<file path="config.mk">
export PLATFORM = sky130hd
export DESIGN_NAME = ircp_regs
export DESIGN_NICKNAME = d
export VERILOG_FILES = /design/src/ircp_regs.v /design/src/ircp_prescale.v
export VERILOG_INCLUDE_DIRS = /design/src
export SDC_FILE = /design/constraint.sdc
export NUM_CORES = 1
export LEC_CHECK = 0
export ABC_AREA = 0
export ABC_CLOCK_PERIOD_IN_PS = 3400
export BUFFER_PORTS_ARGS = -buffer_cell sky130_fd_sc_hd__buf_2
export CORE_UTILIZATION = 54
export CTS_BUF_LIST = sky130_fd_sc_hd__clkbuf_4
export CTS_CLUSTER_DIAMETER = 30
export DETAILED_ROUTE_END_ITERATION = 12
export HOLD_SLACK_MARGIN = 0.05
export PLACE_DENSITY = 0.82
export SKIP_CTS_REPAIR_TIMING = 1
export SYNTH_ARGS = -nofsm -noshare
export SYNTH_HDL_FRONTEND = slang
export SYNTH_SLANG_ARGS = --single-unit
export TNS_END_PERCENT = 10
</file>
<file path="constraint.sdc">
create_clock -name i_mclk -period 3.4 [get_ports i_mclk]
set_clock_uncertainty 0.05 [all_clocks]
set_input_delay 0.51 -clock i_mclk [delete_from_list [all_inputs] [get_ports i_mclk]]
set_output_delay 0.51 -clock i_mclk [all_outputs]
set_load 0.02 [all_outputs]
</file>
<file path="src/ircp_map.vh">
// Register offsets, field positions and constants for the carrier period block
`ifndef IRCP_MAP_VH
`define IRCP_MAP_VH
`define IRCP_OFF_PRI_HIGH 12'h000
`define IRCP_OFF_PRI_LOW 12'h004
`define IRCP_OFF_SEC_HIGH 12'h008
`define IRCP_OFF_SEC_LOW 12'h00c
`define IRCP_OFF_CTRL 12'h010
`define IRCP_OFF_STATUS 12'h014
`define IRCP_CTRL_EN 0
`define IRCP_CTRL_SHIFT 1
`define IRCP_CTRL_DIV_LO 2
`define IRCP_CTRL_DIV_HI 3
`define IRCP_ST_OUT 0
`define IRCP_ST_SEC 1
`define IRCP_ST_FROZEN 2
`define IRCP_DIV_1 2'h0
`define IRCP_DIV_2 2'h1
`define IRCP_DIV_4 2'h2
`define IRCP_DIV_8 2'h3
`define IRCP_PRE_MAX1 3'h0
`define IRCP_PRE_MAX2 3'h1
`define IRCP_PRE_MAX4 3'h3
`define IRCP_PRE_MAX8 3'h7
`define IRCP_CNT_ONE 8'h01
`define IRCP_ZERO32 32'h00000000
`endif

</file>
<file path="src/ircp_regs.v">
// Carrier period registers and carrier generator with APB slave
//
// The address map and the APB interface to the registers are this design's own decisions.
`timescale 1ns/1ps
`include "ircp_map.vh"
// What this block does
// - Debug mode freezes all carrier counting
// - Primary high count register, eight bits
// - Primary low count register, eight bits
// - Secondary high count register, eight bits
// - Secondary low count register, eight bits
// - Time mode always uses primary pair
// - Time mode never uses secondary pair
// - Shift mode alternates pairs under modulator
// - Reset keeps primary counts unchanged
// - Reset keeps secondary counts unchanged
// - In shift mode, pair toggles at each space expiry while counting runs, once on resume for all expiries held while frozen
// - Counting tick is module clock divided 1/2/4/8
module ircp_regs
(
  // Clock and reset
  input wire i_mclk,
  input wire i_rst_b,
  // APB slave
  input wire i_psel,
  input wire i_penable,
  input wire i_pwrite,
  input wire [11:0] i_paddr,
  input wire [31:0] i_pwdata,
  output reg [31:0] o_prdata,
  output reg o_pready,
  output reg o_pslverr,
  // Debug and modulator
  input wire i_debug_active,
  input wire i_space_expired,
  // Carrier
  output reg o_carrier,
  output reg o_sec_selected
);
  // ------------------------------------------------------------------
  // Declarations
  // ------------------------------------------------------------------
  // Count registers, no reset
  reg [7:0] pri_high_value_q;
  reg [7:0] pri_low_value_q;
  reg [7:0] sec_high_value_q;
  reg [7:0] sec_low_value_q;
  // Control
  reg modulator_carrier_enable_q;
  reg freq_shift_mode_q;
  reg [1:0] clock_prescale_sel_q;
  // Synchronisers
  reg dbg_s1_q;
  reg dbg_s2_q;
  reg spc_s1_q;
  reg spc_s2_q;
  reg spc_s3_q;
  reg space_pend_q;
  // Generator
  reg [7:0] cnt_q;
  reg sec_q;
  wire tick;
  wire run;
  wire space_edge;
  wire wr_en;
  reg [7:0] high_sel;
  reg [7:0] low_sel;
  reg [31:0] rdata_d;
  reg hit_d;
  // Per-register write strobes
  wire wr_pri_high;
  wire wr_pri_low;
  wire wr_sec_high;
  wire wr_sec_low;
  wire wr_ctrl;
  // Generator next values
  reg [7:0] cnt_d;
  reg sec_d;
  reg pend_d;
  reg carrier_d;
  reg sec_sel_d;

  // ------------------------------------------------------------------
  // Input synchronisers and decode
  // ------------------------------------------------------------------
  // Bus strobe for the access phase
  assign wr_en = i_psel & i_penable & i_pwrite;
  // Write strobes; status and unmapped offsets are never written
  assign wr_pri_high = wr_en & (i_paddr == `IRCP_OFF_PRI_HIGH);
  assign wr_pri_low = wr_en & (i_paddr == `IRCP_OFF_PRI_LOW);
  assign wr_sec_high = wr_en & (i_paddr == `IRCP_OFF_SEC_HIGH);
  assign wr_sec_low = wr_en & (i_paddr == `IRCP_OFF_SEC_LOW);
  assign wr_ctrl = wr_en & (i_paddr == `IRCP_OFF_CTRL);
  assign run = modulator_carrier_enable_q & ~dbg_s2_q;
  // Rising edge of the synchronised expiry
  assign space_edge = spc_s2_q & ~spc_s3_q;

  // Debug level synchroniser, two flops
  always @(posedge i_mclk)
  begin
    if (!i_rst_b)
    begin
      dbg_s1_q <= 1'b0;
      dbg_s2_q <= 1'b0;
    end
    else
    begin
      dbg_s1_q <= i_debug_active;
      dbg_s2_q <= dbg_s1_q;
    end
  end

  // Expiry synchroniser plus edge history flop
  always @(posedge i_mclk)
  begin
    if (!i_rst_b)
    begin
      spc_s1_q <= 1'b0;
      spc_s2_q <= 1'b0;
      spc_s3_q <= 1'b0;
    end
    else
    begin
      spc_s1_q <= i_space_expired;
      spc_s2_q <= spc_s1_q;
      spc_s3_q <= spc_s2_q;
    end
  end

  ircp_prescale u_pre
  (
    .i_mclk(i_mclk),
    .i_rst_b(i_rst_b),
    .i_run(run),
    .i_sel(clock_prescale_sel_q),
    .o_tick(tick)
  );

  // ------------------------------------------------------------------
  // Register writes
  // ------------------------------------------------------------------
  // Count registers written by software, never reset
  always @(posedge i_mclk)
  begin
    if (wr_pri_high)
      pri_high_value_q <= i_pwdata[7:0];
    if (wr_pri_low)
      pri_low_value_q <= i_pwdata[7:0];
    if (wr_sec_high)
      sec_high_value_q <= i_pwdata[7:0];
    if (wr_sec_low)
      sec_low_value_q <= i_pwdata[7:0];
  end

  // Control register
  always @(posedge i_mclk)
  begin
    if (!i_rst_b)
    begin
      modulator_carrier_enable_q <= 1'b0;
      freq_shift_mode_q <= 1'b0;
      clock_prescale_sel_q <= `IRCP_DIV_1;
    end
    else if (wr_ctrl)
    begin
      modulator_carrier_enable_q <= i_pwdata[`IRCP_CTRL_EN];
      freq_shift_mode_q <= i_pwdata[`IRCP_CTRL_SHIFT];
      clock_prescale_sel_q <= i_pwdata[`IRCP_CTRL_DIV_HI:`IRCP_CTRL_DIV_LO];
    end
  end

  // ------------------------------------------------------------------
  // Carrier generator
  // ------------------------------------------------------------------
  // Pair selection mux
  always @*
  begin
    if (freq_shift_mode_q && sec_q)
    begin
      high_sel = sec_high_value_q;
      low_sel = sec_low_value_q;
    end
    else
    begin
      high_sel = pri_high_value_q;
      low_sel = pri_low_value_q;
    end
  end

  // Carrier generator and pair toggle, next values
  always @*
  begin
    cnt_d = cnt_q;
    sec_d = sec_q;
    pend_d = space_pend_q;
    carrier_d = o_carrier;
    sec_sel_d = freq_shift_mode_q & sec_q;
    if (!modulator_carrier_enable_q)
    begin
      // Disable parks the generator on the primary pair
      cnt_d = `IRCP_CNT_ONE;
      sec_d = 1'b0;
      pend_d = 1'b0;
      carrier_d = 1'b0;
      sec_sel_d = 1'b0;
    end
    else
    begin
      // Expiry held until counting runs
      if (space_edge && !run)
        pend_d = 1'b1;
      if (run)
      begin
        if ((space_edge || space_pend_q) && freq_shift_mode_q)
          sec_d = ~sec_q;
        pend_d = 1'b0;
      end
      if (run && tick)
      begin
        if (cnt_q <= `IRCP_CNT_ONE)
        begin
          carrier_d = ~o_carrier;
          cnt_d = o_carrier ? low_sel : high_sel;
        end
        else
          cnt_d = cnt_q - `IRCP_CNT_ONE;
      end
    end
  end

  // Generator registers
  always @(posedge i_mclk)
  begin
    if (!i_rst_b)
    begin
      cnt_q <= `IRCP_CNT_ONE;
      sec_q <= 1'b0;
      space_pend_q <= 1'b0;
      o_carrier <= 1'b0;
      o_sec_selected <= 1'b0;
    end
    else
    begin
      cnt_q <= cnt_d;
      sec_q <= sec_d;
      space_pend_q <= pend_d;
      o_carrier <= carrier_d;
      o_sec_selected <= sec_sel_d;
    end
  end

  // ------------------------------------------------------------------
  // Read path and bus answer
  // ------------------------------------------------------------------
  // Read mux and decode
  always @*
  begin
    rdata_d = `IRCP_ZERO32;
    hit_d = 1'b1;
    case (i_paddr)
      `IRCP_OFF_PRI_HIGH: rdata_d[7:0] = pri_high_value_q;
      `IRCP_OFF_PRI_LOW: rdata_d[7:0] = pri_low_value_q;
      `IRCP_OFF_SEC_HIGH: rdata_d[7:0] = sec_high_value_q;
      `IRCP_OFF_SEC_LOW: rdata_d[7:0] = sec_low_value_q;
      `IRCP_OFF_CTRL:
      begin
        rdata_d[`IRCP_CTRL_EN] = modulator_carrier_enable_q;
        rdata_d[`IRCP_CTRL_SHIFT] = freq_shift_mode_q;
        rdata_d[`IRCP_CTRL_DIV_HI:`IRCP_CTRL_DIV_LO] = clock_prescale_sel_q;
      end
      `IRCP_OFF_STATUS:
      begin
        rdata_d[`IRCP_ST_OUT] = o_carrier;
        rdata_d[`IRCP_ST_SEC] = o_sec_selected;
        rdata_d[`IRCP_ST_FROZEN] = dbg_s2_q;
      end
      default: hit_d = 1'b0;
    endcase
  end

  // APB answer, zero wait states
  always @(posedge i_mclk)
  begin
    if (!i_rst_b)
    begin
      o_prdata <= `IRCP_ZERO32;
      o_pready <= 1'b0;
      o_pslverr <= 1'b0;
    end
    else
    begin
      o_pready <= i_psel & ~i_penable;
      o_pslverr <= i_psel & ~i_penable & ~hit_d;
      // Read data stands for the access cycle only
      if (i_psel && !i_penable && !i_pwrite)
        o_prdata <= rdata_d;
      else
        o_prdata <= `IRCP_ZERO32;
    end
  end
endmodule

</file>
<file path="src/ircp_prescale.v">
// Module clock prescaler producing a one-cycle enable pulse
`timescale 1ns/1ps
`include "ircp_map.vh"
module ircp_prescale
(
  // Clock and reset
  input wire i_mclk,
  input wire i_rst_b,
  // Control
  input wire i_run,
  input wire [1:0] i_sel,
  // Enable out
  output reg o_tick
);
  reg [2:0] cnt_q;
  reg [2:0] max_w;

  // Terminal count from select code
  always @*
  begin
    case (i_sel)
      `IRCP_DIV_1: max_w = `IRCP_PRE_MAX1;
      `IRCP_DIV_2: max_w = `IRCP_PRE_MAX2;
      `IRCP_DIV_4: max_w = `IRCP_PRE_MAX4;
      default: max_w = `IRCP_PRE_MAX8;
    endcase
  end

  // Divider counter, held while frozen
  always @(posedge i_mclk)
  begin
    if (!i_rst_b)
    begin
      cnt_q <= 3'h0;
      o_tick <= 1'b0;
    end
    else if (!i_run)
    begin
      o_tick <= 1'b0;
    end
    else if (cnt_q >= max_w)
    begin
      cnt_q <= 3'h0;
      o_tick <= 1'b1;
    end
    else
    begin
      cnt_q <= cnt_q + 3'h1;
      o_tick <= 1'b0;
    end
  end
endmodule

</file>
* After elaboration in Yosys (flattened, before gate mapping)
Index checks and enable logic that the tools add are counted.
** Word-level totals
- Bits in registers :: 91
- Input port bits :: 51
- Output and inout bits :: 36
- Word-level logic and storage cells :: 84
** Cells by class
- Add/sub/neg operators :: 2
- $lt $le $gt $ge :: 2
- Equal/unequal tests :: 7
- Muxes and demuxes :: 11
- Bitwise logic cells :: 20
- Reduce and logical (&&, ||, !) cells :: 19
** Operators by type and width (number)
- 8-bit 2-to-1 mux :: 4
- 12-bit by 4-bit equality test with 1-bit output, second input constant :: 2
- 12-bit by 5-bit equality test with 1-bit output, second input constant :: 2
- 3-bit one-hot mux with 6 select lines :: 1
- 4-bit one-hot mux with 4 select lines :: 1
- 1-bit bitwise AND :: 12
- 12-bit by 3-bit equality test with 1-bit output, second input constant :: 1
- 12-bit zero test :: 1
- 2-bit AND reduction :: 5
- 3-bit one-hot mux with 3 select lines :: 1
- 8-bit by 1-bit <= comparator with 1-bit output, second input constant :: 1
- 1-bit inverter :: 8
- 8-bit by 1-bit subtractor with 8-bit output, second input constant :: 1
- 1-bit logical AND :: 6
- 6-bit OR reduction :: 1
- 1-bit one-hot mux with 5 select lines :: 1
- 3-bit by 1-bit adder with 3-bit output, second input constant :: 1
- 3-bit >= comparator :: 1
- 1-bit zero test :: 3
- 3-bit 2-to-1 mux :: 1
- 3-bit OR reduction :: 1
- 2-bit by 1-bit equality test with 1-bit output, second input constant :: 1
- 2-bit equality test, second input constant :: 1
- 2-bit zero test :: 1
- other kinds (2) :: 3

* Longest topological paths before layout
- Word-level depth :: 5
- Depth in mapped cells :: 7

* Modules after synthesis
A second synthesis with hierarchy kept.
** Second synthesis, totals
- Cells, all modules :: 263
- Area, all modules :: 3301.9 µm²
** By module, submodules not included
- ircp_regs :: instances 1, cells an instance 235, area each 3019.1 µm², seq. area each 1581.5 µm²
- ircp_prescale :: instances 1, cells an instance 28, area each 282.8 µm², seq. area each 80.1 µm²

* Worst setup path before layout
OpenSTA, ideal clock, no wires.
- Path kind :: input -> register
- Start point :: input i_paddr[9]
- End point :: register pri_low_value_q[0] (enable)
- Library setup time :: 385 ps
- Arrival :: 2175 ps
- Setup slack :: 790 ps
- Stages on the path :: 4
- Buffers on the path :: 0
- Cell sequence :: or4_1 -> nor4_2 -> nand2_1 -> nor3b_1
** Between the ends
- Word-level cells in the longest chain between the ends :: 2
** Ends and longest elaborated chain
- start, declared :: line ircp_regs.v:28 : input wire [11:0] i_paddr,
- 12-bit by 3-bit equality test with 1-bit output
- 1-bit bitwise AND :: line ircp_regs.v:90 : assign wr_pri_low = wr_en & (i_paddr == `IRCP_OFF_PRI_LOW);
- via wr_pri_low :: line ircp_regs.v:72 : wire wr_pri_low;
- end signal, assigned :: line ircp_regs.v:148 : pri_low_value_q <= i_pwdata[7:0];
- end, declared :: line ircp_regs.v:45 : reg [7:0] pri_low_value_q;
The timed path passes the listed nets, and every way through them passes these cells.
A chain may end at the register's enable or synchronous reset.

* Worst setup path after layout
- Start point :: input i_paddr[9]
- End point :: register sec_low_value_q[5] (enable)
** Between the ends
- Word-level cells in the longest chain between the ends :: 2
** Ends and longest elaborated chain
- 12-bit by 4-bit equality test with 1-bit output
- 1-bit bitwise AND :: line ircp_regs.v:92 : assign wr_sec_low = wr_en & (i_paddr == `IRCP_OFF_SEC_LOW);
- via wr_sec_low :: line ircp_regs.v:74 : wire wr_sec_low;
- end signal, assigned :: line ircp_regs.v:152 : sec_low_value_q <= i_pwdata[7:0];
- end, declared :: line ircp_regs.v:47 : reg [7:0] sec_low_value_q;
The timed path passes the listed nets, and every way through them passes these cells.

==> results.sh <==
export IMPL_status="completed"
export IMPL_min_path_type="input pin to register"
export IMPL_layout_nets=366
export IMPL_arrival_ns=2.23
export IMPL_max_slew_worst_pin_slew_ns=0.6316
export IMPL_finalCriticalPeriod_ns=2.163
export IMPL_cts_max_level=3
export IMPL_routabilityCongestion=0.8369
export IMPL_synth_top_family_by_area="simple AND/OR/NAND/NOR gates"
export IMPL_yosys_warnings=0
export IMPL_worst_path_max_fanout=5
export IMPL_worst_setup_path_type="input pin to register"
export IMPL_leakage_nw=1.400
export IMPL_antenna_left=0
export IMPL_setup_tns_ns=0
export IMPL_num_rows=27
export IMPL_clk_latency_ns=0.40
export IMPL_die_area_um2=6182
export IMPL_crit_path_end_kind="register"
export IMPL_synthSimpleGateAreaFrac=0.1535
export IMPL_yosysSeqAreaShare=0.5241
export IMPL_setup_ws_ns=1.237
export IMPL_finalHoldViolCount=0
export IMPL_synth_distinct_cells=48
export IMPL_rsz0062_at_grt="false"
export IMPL_fmax_mhz=462.2
export IMPL_post_drt_wl_per_cell_um=14.63
export IMPL_area_growth_pct=9.708
export IMPL_initial_core_util=0.5688
export IMPL_overflow=0
export IMPL_diodes=0
export IMPL_clock_sinks=67
export IMPL_fin_crit_sh=0.6363
export IMPL_drv_cap=0
export IMPL_grt_max_degree=21
export IMPL_grt_pass1_vias=1980
export IMPL_grt_pass1_wl_um=9142
export IMPL_clockRootBuffer="clkbuf_4"
export IMPL_drcViolationCount=0
export IMPL_synth_compound_area_frac=0.05880
export IMPL_yosysTopAreaCellShare=0.3031
export IMPL_antenna_found_initial=0
export IMPL_synthCells=265
export IMPL_worstPathRequired_ns=3.47
export IMPL_dieHeight_um=78.63
export IMPL_vias_per_cell=5.438
export IMPL_synth_top_area_cell="edfxtp_1"
export IMPL_slew_viol_final=0
export IMPL_core_um2=5574
export IMPL_setup_viol=0
export IMPL_avgSynthCellArea_um2=11.96
export IMPL_hpwlAfterDp_um=4137
export IMPL_pin_count=87
export IMPL_irDropWorstVdd_mv=0.2625
export IMPL_power_mw=1.359
export IMPL_layout_common_cells="buf_2 (38), dfxtp_1 (35), edfxtp_1 (32)"
export IMPL_synth_xor_area_frac=0.01105
export IMPL_path_clk_slew_ns=0.10
export IMPL_synth_seq_cells=67
export IMPL_yosys_area_share_adder=0.02368
export IMPL_die_x_um=78.63
export IMPL_cts_tree="yes"
export IMPL_power_density_nw_per_um2=390.7
export IMPL_dr_pass1_iters=4
export IMPL_vias=2099
export IMPL_fillers=435
export IMPL_synth_edff_count=32
export IMPL_synth_flop_cell="dfxtp_1"
export IMPL_yosys_top_cells_area="edfxtp_1 (30%), dfxtp_1 (22%), mux4_2 (9.9%)"
export IMPL_final_common_cell="buf_2"
export IMPL_cts_inserted_buffers=9
export IMPL_grt_usage=0.1992
export IMPL_relSlewSlack=0.5784
export IMPL_async_reset_ff_frac=0
export IMPL_numPortBuffers=38
export IMPL_place_ws_ns=0.7945
export IMPL_worstSetupStartpointType="input pin"
export IMPL_synth_mux_area_frac=0.1476
export IMPL_clockBufferDepth=2
export IMPL_drt_iter0_markers=88
export IMPL_drt_wl_total_um=5648
export IMPL_drive_gt1_frac=0.2643
export IMPL_syn_area_um2=3171
[Yosys cell counts (3+ instances only)]
master / number
nor3_1: 4
inv_1: 8
a21oi_1: 9
nor2b_1: 7
and2_1: 5
nor3b_1: 5
and3_1: 3
mux2i_1: 13
ha_1: 6
clkbuf_1: 9
a211oi_1: 4
buf_4: 24
nor2_1: 16
nand3b_1: 3
o21ai_0: 3
nand3_1: 6
mux4_2: 14
dfxtp_1: 35
edfxtp_1: 32
nand2_1: 22
[registers in the layout (all words and copies together) (netlist names), 2 cells and up]
signal,cells
clock_prescale_sel_q,2
cnt_q,8
o_prdata,8
pri_high_value_q,8
pri_low_value_q,8
sec_high_value_q,8
sec_low_value_q,8
u_pre.cnt_q,3
[metal layers]
layer | vias up | wire [um] | track usage
met3 | 11 | 283 | 0.04186
li1 | 1009 | - | -
met4 | 0 | 92 | 0.09259
met2 | 78 | 2820 | 0.3261
met5 | - | 0 | 0
met1 | 1001 | 2452 | 0.2521
[report_power, final]
group | internal, mW | leakage [nW] | switching, mW
clock network | 0.146 | 0.0554 | 0.284
registers | 0.846 | 0.571 | 0.00127
logic | 0.0274 | 0.774 | 0.0540
[critical path, cell delays in order]
cell     delay [ns]
buf_2          0.09
or4_1          0.57
nor4_2         0.31
nand2_1        0.18
nor2_1         0.35
buf_4          0.22
[stage by stage]
stage	instances	hold slack, ns	cell area [um2]	utilization
global route	386	0.2403	3478	0.6240
detailed placement	370	0.3773	3366	0.6038
CTS	386	0.2338	3478	0.6240
finish	386	0.2597	3478	0.6240
floorplan	288	0.3619	3257	-
global placement	370	0.3771	3366	0.6038
[cell families (layout without fill, tap and decap cells)]
logic type / Yosys count / count (layout)
AOI/OAI and AO/OA: 28 / 28
xor gates and xnor gates: 4 / 4
adders and majority gates: 6 / 6
buffers and inverters: 43 / 69
DFF: 67 / 67
muxes: 29 / 29
other: 1 / 24
and+or+nand+nor: 87 / 87
[area by class of cell]
cell class	count	area [um2]	share of cell area
clock buffers	9	67.56	0.01942
inverters	8	30.03	0.008633
repair buffers	45	242.7	0.06978
clock inverters	7	45.04	0.01295
flip-flops and latches	67	1662	0.4777
well taps	72	90.09	0.02590
multi-input cells	178	1341	0.3856
[path summary, 6_finish.rpt]
| kind | start | end | slack (ns) | depth (start not counted) |
|---|---|---|---|---|
| max | i_paddr[9] | sec_low_value_q[5]$_DFFE_PP_ | 1.24 | 6 |
| min | i_penable | o_pready$_SDFF_PN0_ | 0.26 | 2 |
| max reg2reg | cnt_q[0]$_SDFFE_PN1P_ | cnt_q[1]$_SDFFE_PN0P_ | 1.60 | 6 |
| min reg2reg | spc_s1_q$_SDFF_PN0_ | spc_s2_q$_SDFF_PN0_ | 0.40 | 1 |
Power figures use the tool's default switching activity.
